`config.mk`:
```
export PLATFORM = sky130hd
export DESIGN_NAME = pbc_regs
export DESIGN_NICKNAME = d
export VERILOG_FILES = /design/src/core/pbc_pkg.sv /design/src/core/pbc_opt_sel.sv /design/src/core/pbc_regs.sv
export SDC_FILE = /design/constraint.sdc
export NUM_CORES = 1
export LEC_CHECK = 0
export BUFFER_PORTS_ARGS = -buffer_cell sky130_fd_sc_hd__buf_2
export CORE_MARGIN = 3
export CORE_UTILIZATION = 45
export CTS_CLUSTER_SIZE = 10
export DETAILED_ROUTE_END_ITERATION = 12
export PLACE_DENSITY_LB_ADDON = 0.08
export RECOVER_POWER = 100
export SLEW_MARGIN = 40
export SYNTH_ARGS = -nofsm -noshare
export SYNTH_HDL_FRONTEND = slang
export SYNTH_HIERARCHICAL = 1
export SYNTH_SLANG_ARGS = --single-unit
```
`constraint.sdc`:
```
create_clock -name clk -period 2.22 [get_ports clk]
set_input_delay 0.666 -clock clk [delete_from_list [all_inputs] [get_ports clk]]
set_output_delay 0.666 -clock clk [all_outputs]
set_load 0.02 [all_outputs]
```
`src/core/pbc_pkg.sv`:
```
// Shared constants and types for the board control register bank
package pbc_pkg;

    // Register byte offsets inside the host memory window
    localparam logic [7:0] OFS_BOARD_CONTROL = 8'h00;
    localparam logic [7:0] OFS_BOARD_HEALTH = 8'h04;
    localparam logic [7:0] OFS_SOFT_OPTION = 8'h08;
    localparam logic [7:0] OFS_SOFT_BOOT = 8'h0c;
    localparam logic [7:0] OFS_DIP_OPTION = 8'h10;
    localparam logic [7:0] OFS_DIP_BOOT = 8'h14;
    localparam logic [7:0] OFS_APPLIED_OPTION = 8'h18;

    // Control register fields
    localparam int unsigned CTL_NMI_BIT = 7;
    localparam int unsigned CTL_TESTER_IRQ_EN_BIT = 6;
    localparam int unsigned CTL_PROC_IRQ_EN_BIT = 5;
    localparam int unsigned CTL_TESTER_READY_BIT = 4;
    localparam int unsigned CTL_TESTER_IRQ_BIT = 3;
    localparam int unsigned CTL_PROC_IRQ_BIT = 2;
    localparam int unsigned CTL_TESTER_RST_BIT = 1;
    localparam int unsigned CTL_PROC_RST_BIT = 0;
    localparam logic [7:0] CTL_RW_MASK = 8'he3;
    localparam logic [7:0] CTL_RESET = 8'h00;

    // Health register fields
    localparam int unsigned HLT_SUPPLY_FAULT_BIT = 6;
    localparam int unsigned HLT_POWERDOWN_BIT = 4;
    localparam int unsigned HLT_LINE_B_BIT = 3;
    localparam int unsigned HLT_LINE_A_BIT = 2;
    localparam int unsigned HLT_IND_B_BIT = 1;
    localparam int unsigned HLT_IND_A_BIT = 0;

    // Option and boot switch layouts
    localparam int unsigned OPT_W = 7;
    localparam int unsigned BOOT_W = 5;
    localparam int unsigned BOOT_SEL_BIT = 7;
    localparam logic [7:0] OPT_MASK = 8'h7f;
    localparam logic [7:0] BOOT_MASK = 8'h1f;
    localparam logic [7:0] SOFT_OPT_RESET = 8'h00;
    localparam logic [7:0] SOFT_BOOT_RESET = 8'h05;
    // Multiplier and byte order read inverted on the applied side
    localparam logic [6:0] OPT_APPLIED_FLIP = 7'h50;

    // Option word, switch encoding, bit 6 down to bit 0
    typedef struct packed {
        logic pll_multiplier;
        logic osc_choice;
        logic byte_order;
        logic emulator_choice;
        logic [2:0] user_options;
    } pbc_opt_s;

    // Board state sensed by the bank
    typedef struct packed {
        logic tester_ready_flag;
        logic tester_irq_flag;
        logic proc_host_irq_flag;
        logic core_supply_fault;
        logic proc_powerdown_flag;
        logic daughter_line_b;
        logic daughter_line_a;
        logic indicator_b_state;
        logic indicator_a_state;
    } pbc_board_s;

endpackage

```
`src/core/pbc_opt_sel.sv`:
```
// Source selection of option and boot values driven to the processor
`timescale 1ns/1ns
`default_nettype none

module pbc_opt_sel (
    // Clock and reset
    input wire logic clk,
    input wire logic sys_rst,
    // Sources
    input wire logic soft_select,
    input wire pbc_pkg::pbc_opt_s dip_opt,
    input wire pbc_pkg::pbc_opt_s soft_opt,
    input wire logic [4:0] dip_boot,
    input wire logic [4:0] soft_boot,
    // Applied values
    output var pbc_pkg::pbc_opt_s applied_opt,
    output logic [4:0] applied_boot
);

    pbc_pkg::pbc_opt_s src_opt;
    pbc_pkg::pbc_opt_s nxt_opt;
    logic [4:0] nxt_boot;
    pbc_pkg::pbc_opt_s opt_ff;
    logic [4:0] boot_ff;

    assign src_opt = soft_select ? soft_opt : dip_opt; // RULE_12
    assign nxt_opt = src_opt ^ pbc_pkg::OPT_APPLIED_FLIP; // RULE_20
    assign nxt_boot = soft_select ? soft_boot : dip_boot; // RULE_15

    always_ff @(posedge clk) begin
        if (sys_rst) begin
            opt_ff <= pbc_pkg::OPT_APPLIED_FLIP;
            boot_ff <= 5'h00;
        end else begin
            opt_ff <= nxt_opt; // RULE_19
            boot_ff <= nxt_boot;
        end
    end

    assign applied_opt = opt_ff;
    assign applied_boot = boot_ff;
endmodule

`default_nettype wire

```
`src/core/pbc_regs.sv`:
```
// Byte-wide board control and status register bank for the host window
`timescale 1ns/1ns
`default_nettype none

// Behaviour
// RULE_01: Control bit 7 drives processor non-maskable interrupt while it holds 1.
// RULE_02: Host writes 1 then 0 itself; nothing here self-clears.
// RULE_03: Control bit 6 enables forwarding of the tester interrupt.
// RULE_04: Control bit 5 enables forwarding of the processor host interrupt.
// RULE_05: Host interrupt rises when an enabled source interrupt is active.
// RULE_06: Control bits 4..2 mirror tester ready, tester irq, processor irq.
// RULE_07: Control bits 1 and 0 hold tester and processor in reset.
// RULE_08: Health bit 6 reads 1 when core supply is bad.
// RULE_09: Health bit 4 reads 1 while processor is powered down.
// RULE_10: Health bits 3 and 2 read the two daughterboard lines.
// RULE_11: Health bits 1 and 0 read the two indicator states.
// RULE_12: Soft option bits are ignored unless the source select is 1.
// RULE_13: Soft option bits 6 and 5 pick multiplier and oscillator, read-write.
// RULE_14: Soft option bits 4..0 pick order, emulator and user options.
// RULE_15: Soft boot bit 7 picks switches or soft registers as source.
// RULE_16: Soft boot bits 4..0 are read-write, default 00101.
// RULE_17: Switch option readback shows option switches in bits 6..0.
// RULE_18: Switch boot readback shows boot switches in bits 4..0.
// RULE_19: Applied option readback shows values actually given to processor.
// RULE_20: Applied multiplier and order bits read inverted from switch encoding.
// RULE_21: One byte register per four-byte offset in the host window.
// RULE_22: Unused bits read zero; writes to them or read-only bits ignored.
module pbc_regs (
    // Clock and reset
    input wire logic clk,
    input wire logic sys_rst,
    // Host register port
    input wire logic reg_req,
    input wire logic reg_wr,
    input wire logic [7:0] reg_addr,
    input wire logic [7:0] reg_wdata,
    output logic [7:0] reg_rdata,
    output logic reg_ack,
    // Board sense inputs
    input wire pbc_pkg::pbc_board_s board_in,
    input wire pbc_pkg::pbc_opt_s dip_opt,
    input wire logic [4:0] dip_boot,
    // Processor and tester controls
    output logic proc_nonmaskable_irq_ctl,
    output logic tester_reset_ctl,
    output logic proc_reset_ctl,
    output logic host_irq,
    output var pbc_pkg::pbc_opt_s applied_opt,
    output logic [4:0] applied_boot
);

    // Address decode
    logic hit_ctl;
    logic hit_hlt;
    logic hit_sopt;
    logic hit_sboot;
    logic hit_dopt;
    logic hit_dboot;
    logic hit_aopt;
    logic wr_ctl;
    logic wr_sopt;
    logic wr_sboot;
    logic rd_req;

    // Stored registers
    logic [7:0] ctl_ff;
    logic [7:0] soft_opt_ff;
    logic [7:0] soft_boot_ff;
    logic [7:0] rdata_ff;
    logic ack_ff;
    logic host_irq_ff;

    // Next values and read views
    logic [7:0] nxt_ctl;
    logic [7:0] nxt_soft_opt;
    logic [7:0] nxt_soft_boot;
    logic [7:0] nxt_rdata;
    logic nxt_host_irq;
    logic [7:0] ctl_view;
    logic [7:0] hlt_view;
    logic [7:0] rd_mux;
    logic tester_irq_fwd;
    logic proc_irq_fwd;
    logic soft_select;
    pbc_pkg::pbc_opt_s soft_opt;
    // Soft boot bits that keep a written value
    localparam logic [7:0] SBOOT_KEEP = pbc_pkg::BOOT_MASK | (8'h01 << pbc_pkg::BOOT_SEL_BIT);

    // Full byte offset compare; misaligned offsets match nothing
    assign hit_ctl = reg_addr == pbc_pkg::OFS_BOARD_CONTROL; // RULE_21
    assign hit_hlt = reg_addr == pbc_pkg::OFS_BOARD_HEALTH;
    assign hit_sopt = reg_addr == pbc_pkg::OFS_SOFT_OPTION;
    assign hit_sboot = reg_addr == pbc_pkg::OFS_SOFT_BOOT;
    assign hit_dopt = reg_addr == pbc_pkg::OFS_DIP_OPTION;
    assign hit_dboot = reg_addr == pbc_pkg::OFS_DIP_BOOT;
    assign hit_aopt = reg_addr == pbc_pkg::OFS_APPLIED_OPTION;

    assign wr_ctl = reg_req && reg_wr && hit_ctl;
    assign wr_sopt = reg_req && reg_wr && hit_sopt;
    assign wr_sboot = reg_req && reg_wr && hit_sboot;
    assign rd_req = reg_req && !reg_wr;

    // Writable bits only; status positions never stored
    assign nxt_ctl = wr_ctl ? (reg_wdata & pbc_pkg::CTL_RW_MASK) : ctl_ff; // RULE_22
    assign nxt_soft_opt = wr_sopt ? (reg_wdata & pbc_pkg::OPT_MASK) : soft_opt_ff; // RULE_13
    assign nxt_soft_boot = wr_sboot
        ? (reg_wdata & (pbc_pkg::BOOT_MASK | (8'h01 << pbc_pkg::BOOT_SEL_BIT)))
        : soft_boot_ff; // RULE_16

    // Interrupt forwarding through enables
    assign tester_irq_fwd = board_in.tester_irq_flag
        && ctl_ff[pbc_pkg::CTL_TESTER_IRQ_EN_BIT]; // RULE_03
    assign proc_irq_fwd = board_in.proc_host_irq_flag
        && ctl_ff[pbc_pkg::CTL_PROC_IRQ_EN_BIT]; // RULE_04
    assign nxt_host_irq = tester_irq_fwd || proc_irq_fwd; // RULE_05

    // Control view with live status positions
    always_comb begin
        ctl_view = ctl_ff & pbc_pkg::CTL_RW_MASK;
        ctl_view[pbc_pkg::CTL_TESTER_READY_BIT] = board_in.tester_ready_flag; // RULE_06
        ctl_view[pbc_pkg::CTL_TESTER_IRQ_BIT] = board_in.tester_irq_flag;
        ctl_view[pbc_pkg::CTL_PROC_IRQ_BIT] = board_in.proc_host_irq_flag;
    end

    // Health view, undefined bits zero
    always_comb begin
        hlt_view = 8'h00; // RULE_22
        hlt_view[pbc_pkg::HLT_SUPPLY_FAULT_BIT] = board_in.core_supply_fault; // RULE_08
        hlt_view[pbc_pkg::HLT_POWERDOWN_BIT] = board_in.proc_powerdown_flag; // RULE_09
        hlt_view[pbc_pkg::HLT_LINE_B_BIT] = board_in.daughter_line_b; // RULE_10
        hlt_view[pbc_pkg::HLT_LINE_A_BIT] = board_in.daughter_line_a;
        hlt_view[pbc_pkg::HLT_IND_B_BIT] = board_in.indicator_b_state; // RULE_11
        hlt_view[pbc_pkg::HLT_IND_A_BIT] = board_in.indicator_a_state;
    end

    // Read selection; unmapped offsets read zero
    assign rd_mux = hit_ctl ? ctl_view
        : hit_hlt ? hlt_view
        : hit_sopt ? soft_opt_ff
        : hit_sboot ? soft_boot_ff
        : hit_dopt ? {1'b0, dip_opt} // RULE_17
        : hit_dboot ? {3'h0, dip_boot} // RULE_18
        : hit_aopt ? {1'b0, applied_opt} // RULE_19
        : 8'h00; // RULE_22

    assign nxt_rdata = rd_req ? rd_mux : rdata_ff;

    always_ff @(posedge clk) begin
        if (sys_rst) begin
            ctl_ff <= pbc_pkg::CTL_RESET;
            soft_opt_ff <= pbc_pkg::SOFT_OPT_RESET;
            soft_boot_ff <= pbc_pkg::SOFT_BOOT_RESET; // RULE_16
        end else begin
            ctl_ff <= nxt_ctl; // RULE_02
            soft_opt_ff <= nxt_soft_opt; // RULE_14
            soft_boot_ff <= nxt_soft_boot;
        end
    end

    always_ff @(posedge clk) begin
        if (sys_rst) begin
            rdata_ff <= 8'h00;
            ack_ff <= 1'b0;
            host_irq_ff <= 1'b0;
        end else begin
            rdata_ff <= nxt_rdata;
            ack_ff <= reg_req; // RULE_21
            host_irq_ff <= nxt_host_irq;
        end
    end

    assign reg_rdata = rdata_ff;
    assign reg_ack = ack_ff;
    assign host_irq = host_irq_ff;
    assign proc_nonmaskable_irq_ctl = ctl_ff[pbc_pkg::CTL_NMI_BIT]; // RULE_01
    assign tester_reset_ctl = ctl_ff[pbc_pkg::CTL_TESTER_RST_BIT]; // RULE_07
    assign proc_reset_ctl = ctl_ff[pbc_pkg::CTL_PROC_RST_BIT];

    // Source selection toward the processor pins
    assign soft_select = soft_boot_ff[pbc_pkg::BOOT_SEL_BIT]; // RULE_15
    assign soft_opt = soft_opt_ff[6:0];

    pbc_opt_sel u_opt_sel (
        .clk(clk),
        .sys_rst(sys_rst),
        .soft_select(soft_select),
        .dip_opt(dip_opt),
        .soft_opt(soft_opt),
        .dip_boot(dip_boot),
        .soft_boot(soft_boot_ff[4:0]),
        .applied_opt(applied_opt),
        .applied_boot(applied_boot)
    );
endmodule

`default_nettype wire

```
# Word-level counts from Yosys, hierarchy flattened
# Cells that the tools add are included.
# totals
ff_bits	40
inputBits	41
out_inout_bits	25
wordCells	38
# classes
n_eq_ne	6
muxes	9
bitwise_logic	1
reduce_logical	10
# ops
cell	count
8-bit two-way mux	4
7-bit two-way mux	4
8-bit by 5-bit == test with 1-bit output (second input constant)	3
8-bit by 4-bit == test with 1-bit output (second input constant)	2
8-bit by 3-bit == test with 1-bit output (second input constant)	1
8-bit logical NOT	1
1-bit logical AND	7
5-bit two-way mux	1
2-bit NOT	1
1-bit logical NOT	1
1-bit logical OR	1

# Longest topological paths before layout
# depth
ltp_word	8
ltp_mapped	6
mapped_depth_nobuf	4

# Hierarchy
# Netlist, hierarchy kept.
# modules_own_cells
mod	n_inst	cells_each	area_each_um2
pbc_regs	1	169	1546.5
pbc_opt_sel	1	38	425.4

# Worst setup path before layout
# No wires, ideal clock.
# synth_timing
kind	input-to-reg
from	input port reg_addr[1]
to	register soft_boot_ff[0]
setup_ns	0.120
t_arrival_ns	2.146
required_time_ns	2.100
setup_slack_ns	-0.046
cell_stages	5
path_cell_list	or4_4 -> buf_6 -> nor4_4 -> nor2b_1 -> a211o_1
# synth_via
elab_chain_len	2
# synth_lines
element	line_no	source
start, declared	pbc_regs.sv:35	input wire logic [7:0] reg_addr,
8-bit by 4-bit == test with 1-bit output	pbc_regs.sv:93	assign hit_sboot = reg_addr == pbc_pkg::OFS_SOFT_BOOT;
1-bit logical AND	pbc_regs.sv:100	assign wr_sboot = reg_req && reg_wr && hit_sboot;
end signal, assigned	pbc_regs.sv:152	soft_boot_ff <= pbc_pkg::SOFT_BOOT_RESET;
end signal, assigned	pbc_regs.sv:156	soft_boot_ff <= nxt_soft_boot;
end, declared	pbc_regs.sv:68	logic [7:0] soft_boot_ff;
# No other way between the ends.
# A chain may end at the register's enable or synchronous reset.

# Worst setup path in the final report
# layout_timing
from	input port reg_addr[1]
to	register rdata_ff[3], in the netlist reg_rdata[3]
# layout_via
elab_chain_len	8
# layout_lines
element	line_no	source
8-bit by 5-bit == test with 1-bit output	pbc_regs.sv:96	assign hit_aopt = reg_addr == pbc_pkg::OFS_APPLIED_OPTION;
7-bit two-way mux	pbc_regs.sv:143	: hit_aopt ? {1'b0, applied_opt}
7-bit two-way mux	pbc_regs.sv:142	: hit_dboot ? {3'h0, dip_boot}
7-bit two-way mux	pbc_regs.sv:141	: hit_dopt ? {1'b0, dip_opt}
8-bit two-way mux	pbc_regs.sv:140	: hit_sboot ? soft_boot_ff
8-bit two-way mux	pbc_regs.sv:139	: hit_sopt ? soft_opt_ff
8-bit two-way mux	pbc_regs.sv:138	: hit_hlt ? hlt_view
8-bit two-way mux *	pbc_regs.sv:137	assign rd_mux = hit_ctl ? ctl_view
end signal, assigned	pbc_regs.sv:166	rdata_ff <= nxt_rdata;
end, declared	pbc_regs.sv:69	logic [7:0] rdata_ff;
# Every way passes the cells marked *; elsewhere a longest branch is shown, timed or not.

==> summary.md <==
| Metric | Value |
|---|---|
| Fillers | 400 |
| Setup TNS | 0 ps |
| Initial antenna violation count | 0 |
| Placed Area | 2440 sq um |
| Port-buffer cells | 65 |
| Worst vdd ir | 0.000308 V |
| Syn_area_per_cell | 9.53 sq um |
| Mapped Area | 1970 sq um |
| Die X | 72.2 microns |
| Area Overhead vs Synth | 26.1% |
| Type of origin of the critical path | input port |
| Top post-synthesis cells by area | dfxtp_1 (41%), mux2i_1 (15%), nor2_1 (6.5%) |
| Sequential fraction of the synthesis area | 40.6% |
| FF+latch area | 801 sq um |
| Clock Sinks | 40 |
| Met2 usage in global routing | 32.7% |
| Drt wl/cell | 16.0 microns |
| Diodes inserted | 0 |
| # DRC | 0 |
| Synth unique cells | 32 |
| Final setup fails | 0 |
| Fin area | 2490 sq um |
| Top-count cell post-synth | dfxtp_1 |
| GRT Resource Usage Total | 21.8% |
| Leakage | 0.000943 uW |
| Kind of critical path | input port to flop |
| Arr. time, crit path | 2190 ps |
| PnR worst setup slack | 246 ps |
| Die H | 72.2 microns |
| I/O Pins | 66 |
| Die area | 5210 sq um |
| EDFF count, synth | 0 |
| GRT Residual Overflow | 0 |
| Slew Viols, Final | 0 |
| Vias in the first global route | 1712 |
| DP HPWL | 4160 microns |
| Place WS | 0.876 ps |
| Initial drt markers | 126 |
| Crit Path Max Fanout | 7 |
| Grt peak-use layer | met2 |
| Worst endpoint required time | 2440 ps |
| CTS root buf | clkbuf_8 |
| H-tree depth | 2 |
| Outcome | finished clean |
| Mapped Nets | 248 |
| Actual slew at the worst max-slew pin | 1030 ps |
| Ratio of cells with drive above 1 in the final layout | 26.1% |
| Fin crit share | 88.9% |
| Largest net degree at the start of global routing | 25 |
| CTS Buf Count | 5 |
| Proportion of netlist area held by the largest area contributor | 40.6% |
| Yosys reg bits | 40 |
| Max cap viols | 0 |
| CTS tree | done |
| Dominant synthesized flop cell | dfxtp_1 |
| Row count | 23 |
| Post-CTS Resized | 0 |
| Clk slew on worst S/H paths | 70 ps |
| Synth warnings | 6 |
| Core area | 4120 sq um |
| Fmax | 507 MHz |
| Clk buf depth | 2 |
| Synth top cells by count | dfxtp_1 (40), nor2_1 (34), mux2i_1 (30) |
| Post-Synthesis Cells | 207 |
| Fin crit period | 1970 ps |
| Final Skew | 1.99 ps |
| Post-DR vias/cell | 5.26 |
| Layout Nets | 324 |
| Setup repair after global routing missed its margin | false |
| Multi-input gate area | 1080 sq um |
| 1st-pass router iterations | 4 |
| First-pass GRT wire length | 8740 microns |
| Cell Pwr Density | 617 nW/um^2 |
| Clock Latency Late Sink | 290 ps |
| Total Wirelength | 5350 microns |
| Asr flop ratio synth | 0% |
| Min-Delay Path Class | flop to flop |
| Area leader, netlist | dfxtp_1 |
| Routability congestion estimate | 0.812 |
| Met3 Resource Use GR | 3.74% |
| Final hold vios | 0 |
| Slew headroom | 31.7% |
| Worst setup EP type | flop |
| CTS Hold Buffers Added | 0 |
| Via count | 1757 |
| Starting density of the core | 47.9% |
| Post-CTS setup buffers | 0 |
| GR Layer Usage met1 | 31.8% |
| Final ANT Viol Nets | 0 |
## metrics by stage
step	power, uW	std cells	utilization [%]	hold WS (ps)
floorplan	876	207	-	472
CTS	1560	334	61.9	454
global route	1600	334	60.4	472
finish	1530	334	60.4	453
detailed placement	977	326	59.3	443
global placement	977	326	59.3	443
## critical path, cell delays in order
cell and delay [ps]:
buf_2 100, or4_4 600, nor2_1 150, clkbuf_1 300
o221ai_1 190, a21oi_1 180
## worst paths after layout
path	start	end	slack (ps)	depth (start not counted)
setup / recovery	reg_addr[1]	reg_rdata[3]	250	6
hold / removal	reg_rdata[6]	reg_rdata[6]	450	2
setup reg to reg	ctl_ff[7]	reg_rdata[7]	920	4
hold reg to reg	reg_rdata[6]	reg_rdata[6]	450	2
## sequential cells by signal (all words and copies together) (netlist names)
register / flops
soft_boot_ff: 6
ctl_ff: 5
reg_ack: 1
reg_rdata: 8
u_opt_sel/applied_opt: 7
u_opt_sel/applied_boot: 5
host_irq: 1
soft_opt_ff: 7
## metal layers
layer	up-vias	part of all wire, %
met5	-	0
met1	797	47
li1	898	-
met3	6	6.2
met4	0	1.0
met2	56	46
## where the power goes
group          total (uW)  internal [uW]  switching [uW]
sequential            743            735            7.55
clock                 580            334             246
combinational         212           86.7             125
total                1530           1160             379
## cell usage in the layout (no fill, tap or decap), types with 2 or more instances in the layout
cell type and n:
o221ai_1 5, buf_4 10, nor4_1 6, clkbuf_1 33
buf_2 39, nand2_1 2, nor3b_1 2, a211o_1 7
o21ai_0 5, nor2_1 35, mux2_2 10, nor2b_1 9
inv_1 5, dfxtp_1 40, nand2b_1 4, mux2i_1 30
clkbuf_8 5, or2_1 2, o22ai_1 6, nor4_4 3
a21oi_1 7, nor3_1 5
## layout make-up
class | instances | share of cell area, %
timing repair buffer | 83 | 16.7
clock inverter | 2 | 1.41
inverter | 5 | 0.755
multi-input combinational | 148 | 43.5
sequential | 40 | 32.2
clock buffer | 6 | 2.92
tap | 50 | 2.52
## cells by family (layout without fill, tap and decap cells)
logic type / after synthesis / after routing / share of synthesized area (%)
and+or+nand+nor: 73 / 73 / 21.1
muxes: 41 / 41 / 22.1
DFF: 40 / 40 / 40.6
AOI/OAI and AO/OA: 34 / 34 / 11.8
buffers and inverters: 19 / 96 / 4.38
Note: power is estimated with default switching activity, not from simulation.
